--- config.mk ---
export PLATFORM = sky130hd
export DESIGN_NAME = ktc_keyed_tx
export DESIGN_NICKNAME = d
export VERILOG_FILES = /design/src/pkg/ktc_pkg.sv /design/src/ktc_keyed_tx.sv
export VERILOG_INCLUDE_DIRS = /design/src /design/src/pkg
export SDC_FILE = /design/constraint.sdc
export NUM_CORES = 1
export LEC_CHECK = 0
export BUFFER_PORTS_ARGS = -buffer_cell sky130_fd_sc_hd__buf_2
export CORE_MARGIN = 5
export CORE_UTILIZATION = 45
export DETAILED_ROUTE_END_ITERATION = 16
export PLACE_DENSITY_LB_ADDON = 0.05
export SLEW_MARGIN = 20
export SYNTH_ARGS = -nofsm -noshare
export SYNTH_HDL_FRONTEND = slang
export SYNTH_SLANG_ARGS = --single-unit
--- constraint.sdc ---
create_clock -name core_clk -period 5.7 [get_ports core_clk]
set_input_delay 0.57 -clock core_clk [delete_from_list [all_inputs] [get_ports core_clk]]
set_output_delay 0.57 -clock core_clk [all_outputs]
set_load 0.01 [all_outputs]
--- src/pkg/ktc_defines.svh ---
// constants for the keyed transmit control block
`ifndef KTC_DEFINES_SVH
`define KTC_DEFINES_SVH

`define KTC_CLK_MHZ 125
`define KTC_IDLE_XTAL_CYCLES 1000000
`define KTC_PLL_DIV 6'h20

// timeout per setting, in steps of 2.5 s (7.5, 20, 75, 750 s)
`define KTC_TO_STEP_MS 2500
`define KTC_TO_STEPS_0 3
`define KTC_TO_STEPS_1 8
`define KTC_TO_STEPS_2 30
`define KTC_TO_STEPS_3 300
`define KTC_MS2CYC(ms) (64'(ms) * 64'd1000 * 64'(`KTC_CLK_MHZ))

// slot (T) width per rate setting, a bit being 4 slots, in steps of 10 us (0.12 to 0.50 ms)
`define KTC_BIT_STEP_US 10
`define KTC_BIT_STEPS_0 12
`define KTC_BIT_STEPS_1 16
`define KTC_BIT_STEPS_2 25
`define KTC_BIT_STEPS_3 34
`define KTC_BIT_STEPS_4 50
`define KTC_US2CYC(us) ((us) * `KTC_CLK_MHZ)

// frame layout
`define KTC_SYNC_LAST 6'h1f
`define KTC_BIT_LAST 6'h03
`define KTC_ONE_HIGH 6'h03
`define KTC_ZERO_HIGH 6'h01
`define KTC_FRAME_LAST 5'h17

// pin vector layout
`define KTC_PIN_KEY_LSB 0
`define KTC_PIN_TO_LSB 4
`define KTC_PIN_RATE_LSB 6

`endif

--- src/pkg/ktc_pkg.sv ---
// types for the keyed transmit control block
package ktc_pkg;
  typedef enum logic [1:0] {KTC_IDLE, KTC_SYNC, KTC_BITS} ktc_state_e;
  typedef logic [39:0] ktc_long_t;
  typedef logic [16:0] ktc_bit_t;
endpackage

--- src/ktc_keyed_tx.sv ---
// keyed transmitter control: power, timeout and code encoder
`include "ktc_defines.svh"

module ktc_keyed_tx #(
  parameter logic [20:0] IDLE_CYCLES = 21'(`KTC_IDLE_XTAL_CYCLES),
  parameter ktc_pkg::ktc_long_t TO_STEP_CYC = 40'(`KTC_MS2CYC(`KTC_TO_STEP_MS)),
  parameter ktc_pkg::ktc_bit_t BIT_STEP_CYC = 17'(`KTC_US2CYC(`KTC_BIT_STEP_US))
) (
  // clock and reset
  input wire logic core_clk,
  input wire logic rst,
  // enable pins
  input wire logic tx_enable_in_1,
  input wire logic tx_enable_in_2,
  input wire logic tx_enable_in_3,
  input wire logic tx_enable_in_4,
  // external settings
  input wire logic [1:0] timeout_set_pin,
  input wire logic [2:0] rateSel,
  input wire logic [19:0] otpCode,
  // transmitter controls
  output logic paOn,
  output logic pllRun,
  output logic chipPowered,
  output logic [5:0] pllDivRatio,
  output logic timedOut
);
  import ktc_pkg::*;

  // limits scale from one step each, so a short test keeps the documented ratios
  localparam ktc_long_t TO_CYC_0 = 40'(TO_STEP_CYC * 40'(`KTC_TO_STEPS_0));
  localparam ktc_long_t TO_CYC_1 = 40'(TO_STEP_CYC * 40'(`KTC_TO_STEPS_1));
  localparam ktc_long_t TO_CYC_2 = 40'(TO_STEP_CYC * 40'(`KTC_TO_STEPS_2));
  localparam ktc_long_t TO_CYC_3 = 40'(TO_STEP_CYC * 40'(`KTC_TO_STEPS_3));
  localparam ktc_bit_t BIT_CYC_0 = 17'(BIT_STEP_CYC * 17'(`KTC_BIT_STEPS_0));
  localparam ktc_bit_t BIT_CYC_1 = 17'(BIT_STEP_CYC * 17'(`KTC_BIT_STEPS_1));
  localparam ktc_bit_t BIT_CYC_2 = 17'(BIT_STEP_CYC * 17'(`KTC_BIT_STEPS_2));
  localparam ktc_bit_t BIT_CYC_3 = 17'(BIT_STEP_CYC * 17'(`KTC_BIT_STEPS_3));
  localparam ktc_bit_t BIT_CYC_4 = 17'(BIT_STEP_CYC * 17'(`KTC_BIT_STEPS_4));

  ////////////////////////////////////////////////////////////////////////////
  // pin synchronisers, a change counts once stages two and three agree
  logic [8:0] pinRaw;
  logic [8:0] pinS1_r, pinS2_r, pinS3_r, pinStable_r;
  logic [8:0] pinAgree;
  assign pinRaw = {rateSel, timeout_set_pin,
                   tx_enable_in_4, tx_enable_in_3, tx_enable_in_2, tx_enable_in_1};
  assign pinAgree = ~(pinS2_r ^ pinS3_r);

  always_ff @(posedge core_clk) begin
    if (rst) begin
      pinS1_r <= '0;
      pinS2_r <= '0;
      pinS3_r <= '0;
      pinStable_r <= '0;
    end else begin
      pinS1_r <= pinRaw;
      pinS2_r <= pinS1_r;
      pinS3_r <= pinS2_r;
      pinStable_r <= (pinAgree & pinS3_r) | (~pinAgree & pinStable_r);
    end
  end

  logic [3:0] keys, keyPrev_r;
  logic [1:0] toSel;
  logic [2:0] rateIdx;
  logic anyKey, keyChange;
  assign keys = pinStable_r[`KTC_PIN_KEY_LSB +: 4];
  assign toSel = pinStable_r[`KTC_PIN_TO_LSB +: 2];
  assign rateIdx = pinStable_r[`KTC_PIN_RATE_LSB +: 3];
  assign anyKey = |keys;
  assign keyChange = keys != keyPrev_r;

  always_ff @(posedge core_clk) begin
    if (rst) keyPrev_r <= '0;
    else keyPrev_r <= keys;
  end

  ////////////////////////////////////////////////////////////////////////////
  // idle power-down and wake
  logic [20:0] idleCnt_r;
  logic chipPowered_r, chipPowered_nxt, pllRun_r;
  logic [5:0] pllDiv_r;

  always_comb begin
    chipPowered_nxt = chipPowered_r;
    if (anyKey) chipPowered_nxt = 1'b1;
    else if (idleCnt_r > IDLE_CYCLES) chipPowered_nxt = 1'b0;
  end

  always_ff @(posedge core_clk) begin
    if (rst) idleCnt_r <= '0;
    else if (anyKey || keyChange) idleCnt_r <= '0;
    else if (chipPowered_r && idleCnt_r <= IDLE_CYCLES) idleCnt_r <= idleCnt_r + 21'd1;
  end

  always_ff @(posedge core_clk) begin
    if (rst) begin
      chipPowered_r <= 1'b0;
      pllRun_r <= 1'b0;
      pllDiv_r <= `KTC_PLL_DIV;
    end else begin
      chipPowered_r <= chipPowered_nxt;
      pllRun_r <= chipPowered_nxt;
      pllDiv_r <= `KTC_PLL_DIV;
    end
  end

  ////////////////////////////////////////////////////////////////////////////
  // stuck-input timeout
  ktc_long_t toCnt_r, toLimit;
  logic timedOut_r;

  always_comb begin
    case (toSel)
      2'd0: toLimit = TO_CYC_0;
      2'd1: toLimit = TO_CYC_1;
      2'd2: toLimit = TO_CYC_2;
      default: toLimit = TO_CYC_3;
    endcase
  end

  always_ff @(posedge core_clk) begin
    if (rst) toCnt_r <= '0;
    else if (keyChange || !anyKey) toCnt_r <= '0;
    else if (toCnt_r < toLimit) toCnt_r <= toCnt_r + 40'd1;
  end

  always_ff @(posedge core_clk) begin
    if (rst) timedOut_r <= 1'b0;
    else if (!anyKey) timedOut_r <= 1'b0;
    else if (!keyChange && toCnt_r >= toLimit) timedOut_r <= 1'b1;
  end

  ////////////////////////////////////////////////////////////////////////////
  // code encoder: sync 1T high 31T low, then 24 bits of 4T each
  ktc_state_e state_r;
  ktc_bit_t tCnt_r, bitLimit;
  logic [5:0] slot_r;
  logic [4:0] bitIdx_r;
  logic [23:0] frame_r;
  logic go, tick, curBit, encLevel, paOn_r;

  always_comb begin
    case (rateIdx)
      3'd0: bitLimit = BIT_CYC_0;
      3'd1: bitLimit = BIT_CYC_1;
      3'd2: bitLimit = BIT_CYC_2;
      3'd3: bitLimit = BIT_CYC_3;
      default: bitLimit = BIT_CYC_4;
    endcase
  end

  assign go = anyKey && !timedOut_r && chipPowered_r;
  assign tick = tCnt_r == bitLimit - 17'd1;
  assign curBit = frame_r[5'd23 - bitIdx_r];

  always_ff @(posedge core_clk) begin
    if (rst || !go) begin
      state_r <= KTC_IDLE;
      tCnt_r <= '0;
      slot_r <= '0;
      bitIdx_r <= '0;
    end else begin
      tCnt_r <= tick ? '0 : tCnt_r + 17'd1;
      case (state_r)
        KTC_IDLE: begin
          state_r <= KTC_SYNC;
          tCnt_r <= '0;
          slot_r <= '0;
        end
        KTC_SYNC: if (tick) begin
          if (slot_r == `KTC_SYNC_LAST) begin
            state_r <= KTC_BITS;
            slot_r <= '0;
            bitIdx_r <= '0;
          end else slot_r <= slot_r + 6'd1;
        end
        KTC_BITS: if (tick) begin
          if (slot_r == `KTC_BIT_LAST) begin
            slot_r <= '0;
            if (bitIdx_r == `KTC_FRAME_LAST) state_r <= KTC_IDLE;
            else bitIdx_r <= bitIdx_r + 5'd1;
          end else slot_r <= slot_r + 6'd1;
        end
        default: state_r <= KTC_IDLE;
      endcase
    end
  end

  // code and key set captured at each frame start
  always_ff @(posedge core_clk) begin
    if (rst) frame_r <= '0;
    else if (state_r == KTC_IDLE && go) frame_r <= {otpCode, keys};
  end

  always_comb begin
    encLevel = 1'b0;
    if (state_r == KTC_SYNC) encLevel = slot_r == 6'd0;
    else if (state_r == KTC_BITS)
      encLevel = slot_r < (curBit ? `KTC_ONE_HIGH : `KTC_ZERO_HIGH);
  end

  always_ff @(posedge core_clk) begin
    if (rst) paOn_r <= 1'b0;
    else paOn_r <= go && encLevel;
  end

  assign paOn = paOn_r;
  assign pllRun = pllRun_r;
  assign chipPowered = chipPowered_r;
  assign pllDivRatio = pllDiv_r;
  assign timedOut = timedOut_r;
endmodule

==> results.md <==
* DRT met1 WL at 8200 um
* CP Cell Sequence: inv_1, ha_1, inv_1, ha_1, nand4_1, nor3_1, a211oi_1, a21oi_2, buf_4, nor3_1, nand3_1, mux2_2
* Register bit count reported by yosys at 158
* Initial Util at 0.457
* Cells after Synth at 932
* Detail Placement HPWL at 12,200 um
* Hold Crit Class: in -> reg
* Setup TNS at 0 ns
* Syn Area/Cell at 8.48 um2
* DR vias at 6,423
* ANT nets after route at 0
* Max Buffers Root-to-Sink at 2
* Class of the most critical setup path: reg -> reg
* Status: finished clean
* Final slew viol count at 0
* Ys flop type: dfxtp_1
* Netlist cell types at 62
* Worst-Margin Slew at 0.899 ns
* DRC viols at 0
* Critical Path AT at 3.72 ns
* Height of the chip at 143 um
* I/O pins at 41
* Max frequency at 0.294 GHz
* Period minus WS final at 3.40 ns
* Hold_sp: tx_enable_in_1
* Clock sinks at 158
* Worst Setup End Kind: flip-flop
* # rows at 48
* Bufs and invs on worst path at 3
* Die area at 20,300 um2
* H-tree lvl count at 4
* Met2 WL at 8030 um
* Most common cell after layout, fill and taps aside: dfxtp_1
* Layout area overhead at 11.6%
* Clock Latency Late Sink at 0.44 ns
* CTS tree: done
* Max-cap violations at 0
* Final core occ at 0.510
* GP Congestion at 0.869
* Crit path max-delay cell type: a21oi_2
* Initial antenna violation count at 0
* Power Dens Cells at 261 nW/um2
* Setup violators final at 0
* Post-CTS Resized at 0
* Leak pwr at 3.01 nW
* Placed cells at 1,152
* Number of synthesized flops with an enable pin at 0
* Register area at 3160 um2
* Antenna Cells at 0
* Post-CTS Setup Bufs at 0
* Post-CTS Hold Buffers at 0
* Worst relative slew slack at 0.399
* Clock Skews at 0.0115 ns
* Maximum vdd drop at 216 uV
* Top layer used by detailed routing: met4
* Critical path's top delay family: simple AND/OR/NAND/NOR gates
* Largest net degree at the start of global routing at 68
* CP Launch Type: flip-flop
* Width of the die at 143 um
* Worst-path clk slew at 0.07 ns
* RSZ-0062 raised after global routing: false
* Gr usage total at 0.176
* Tcrit/Tclk final at 0.597
* Most frequent cells in the layout: dfxtp_1 (158), nor2_1 (102), nand2_1 (98)
* Synth Cell Area at 7910 um2
* Drt first pass iters at 5
* Post-synth ARST share at 0
* Final std cells w/o fill at 1,184
* CP Max Fanout at 20
* Wire length on met3 at 659 um
* # fillers at 1,650
* Clock Tree Root: clkbuf_16
* Layout cell share with drive strength beyond 1 at 0.0897
* Vias per inst at 5.42
* Gr ovfl total at 0
* First-pass GRT wire length at 29,400 um
* Post-synthesis sequential area ratio at 0.400
* Number of buffers created by CTS at 17
* Drt initial violations at 359
* Ys Warns at 0
* Port Buffers at 34
* Fin nets at 1,024
* Core box area at 17,300 um2
* Vias in the first global route at 6,205
* Detailed Route WL at 17,200 um
* WP data required at 6.02 ns
* Area of the multi-input gates at 4420 um2
* CP peak stage delay at 0.49 ns
* DR WL/cell at 14.5 um
* Final hold violation count at 0
## flip-flops by register name, indices dropped and copies added, names as in the netlist, named ones only
| signal | count |
|---|---|
| toCnt_r | 40 |
| frame_r | 24 |
| idleCnt_r | 21 |
| tCnt_r | 17 |
| pinS1_r | 9 |
| pinS2_r | 9 |
| pinS3_r | 9 |
| slot_r | 6 |
| bitIdx_r | 5 |
| keyPrev_r | 4 |
| state_r | 2 |
| paOn | 1 |
| pllRun | 1 |
| timedOut | 1 |
## kinds of logic (layout without fill, tap and decap cells)
family,Yosys count,after routing,share of synthesized area
fa+ha+maj,47,47,0.0744
xor+xnor,71,71,0.0787
flops,158,158,0.400
simple gates,425,425,0.275
other cells,2,6,0.000950
mux,11,11,0.0252
buf+inv,83,106,0.0450
compound gates,135,135,0.101
## area by class of cell
cell class | count | area share
Tap cell | 225 | 0.0319
Sequential cell | 158 | 0.359
Clock inverter | 15 | 0.0226
Timing Repair Buffer | 37 | 0.0218
Multi-Input combinational cell | 695 | 0.501
Inverter | 37 | 0.0157
Clock buffer | 17 | 0.0482
## path summary, 6_finish.rpt
path	slack [ns]	endpoint	cells after the start
setup / recovery	2.30	toCnt_r[35]	12
hold / removal	0.34	pinS1_r[0]	2
setup reg to reg	2.30	toCnt_r[35]	12
hold reg to reg	0.44	pinS2_r[5]	1
## synthesized netlist by cell type (3+ instances only)
master,n,area [um2]
nor4b_1,8,70.1
nand2b_1,4,25.0
nand2_1,98,368
o21bai_1,3,22.5
nand4_1,25,156
a21o_1,4,30.0
nor3b_1,5,37.5
or4_1,6,45.0
a21oi_1,67,335
buf_4,7,52.6
and4_1,4,35.0
nand4b_1,4,35.0
ha_1,47,588
xor2_1,16,140
buf_2,8,40.0
or2_2,4,25.0
and2_1,7,43.8
nor2_1,102,383
mux4_2,7,158
and3_1,15,93.8
nor3_1,22,110
a211oi_1,3,22.5
nor2b_1,38,238
clkbuf_1,28,105
mux2i_1,3,30.0
or3_1,11,68.8
nor4_1,23,144
xnor2_1,55,482
o21ai_0,34,170
dfxtp_1,158,3160
inv_1,37,139
nand3_1,40,200
## per-layer routing
| layer | up-vias | global-route usage |
|---|---|---|
| met4 | 0 | 0.0575 |
| met3 | 26 | 0.0407 |
| met5 | - | 0 |
| met1 | 3031 | 0.230 |
| met2 | 113 | 0.287 |
| li1 | 3253 | - |
## power by group
group	switching [W]	leakage, nW	total (W)	internal, W
registers	0.00000379	1.28	0.00112	0.00111
clock network	0.000555	0.300	0.00115	0.000599
logic	0.0000197	1.43	0.0000342	0.0000145
## per-stage QoR
step | hold WS, ns | setup slack (ns) | instance area (um2) | total power, W
6_report | 0.337 | 2.30 | 8820 | 0.00230
5_1_grt | 0.333 | 1.92 | 8820 | 0.00239
4_1_cts | 0.320 | 2.28 | 8820 | 0.00234
3_5_place_dp | 0.428 | 2.32 | 8200 | 0.00118
3_3_place_gp | 0.416 | 2.25 | 8190 | 0.00117
2_1_floorplan | 0.409 | 2.92 | 7920 | 0.00116
Note: power is estimated with default switching activity, not from simulation.
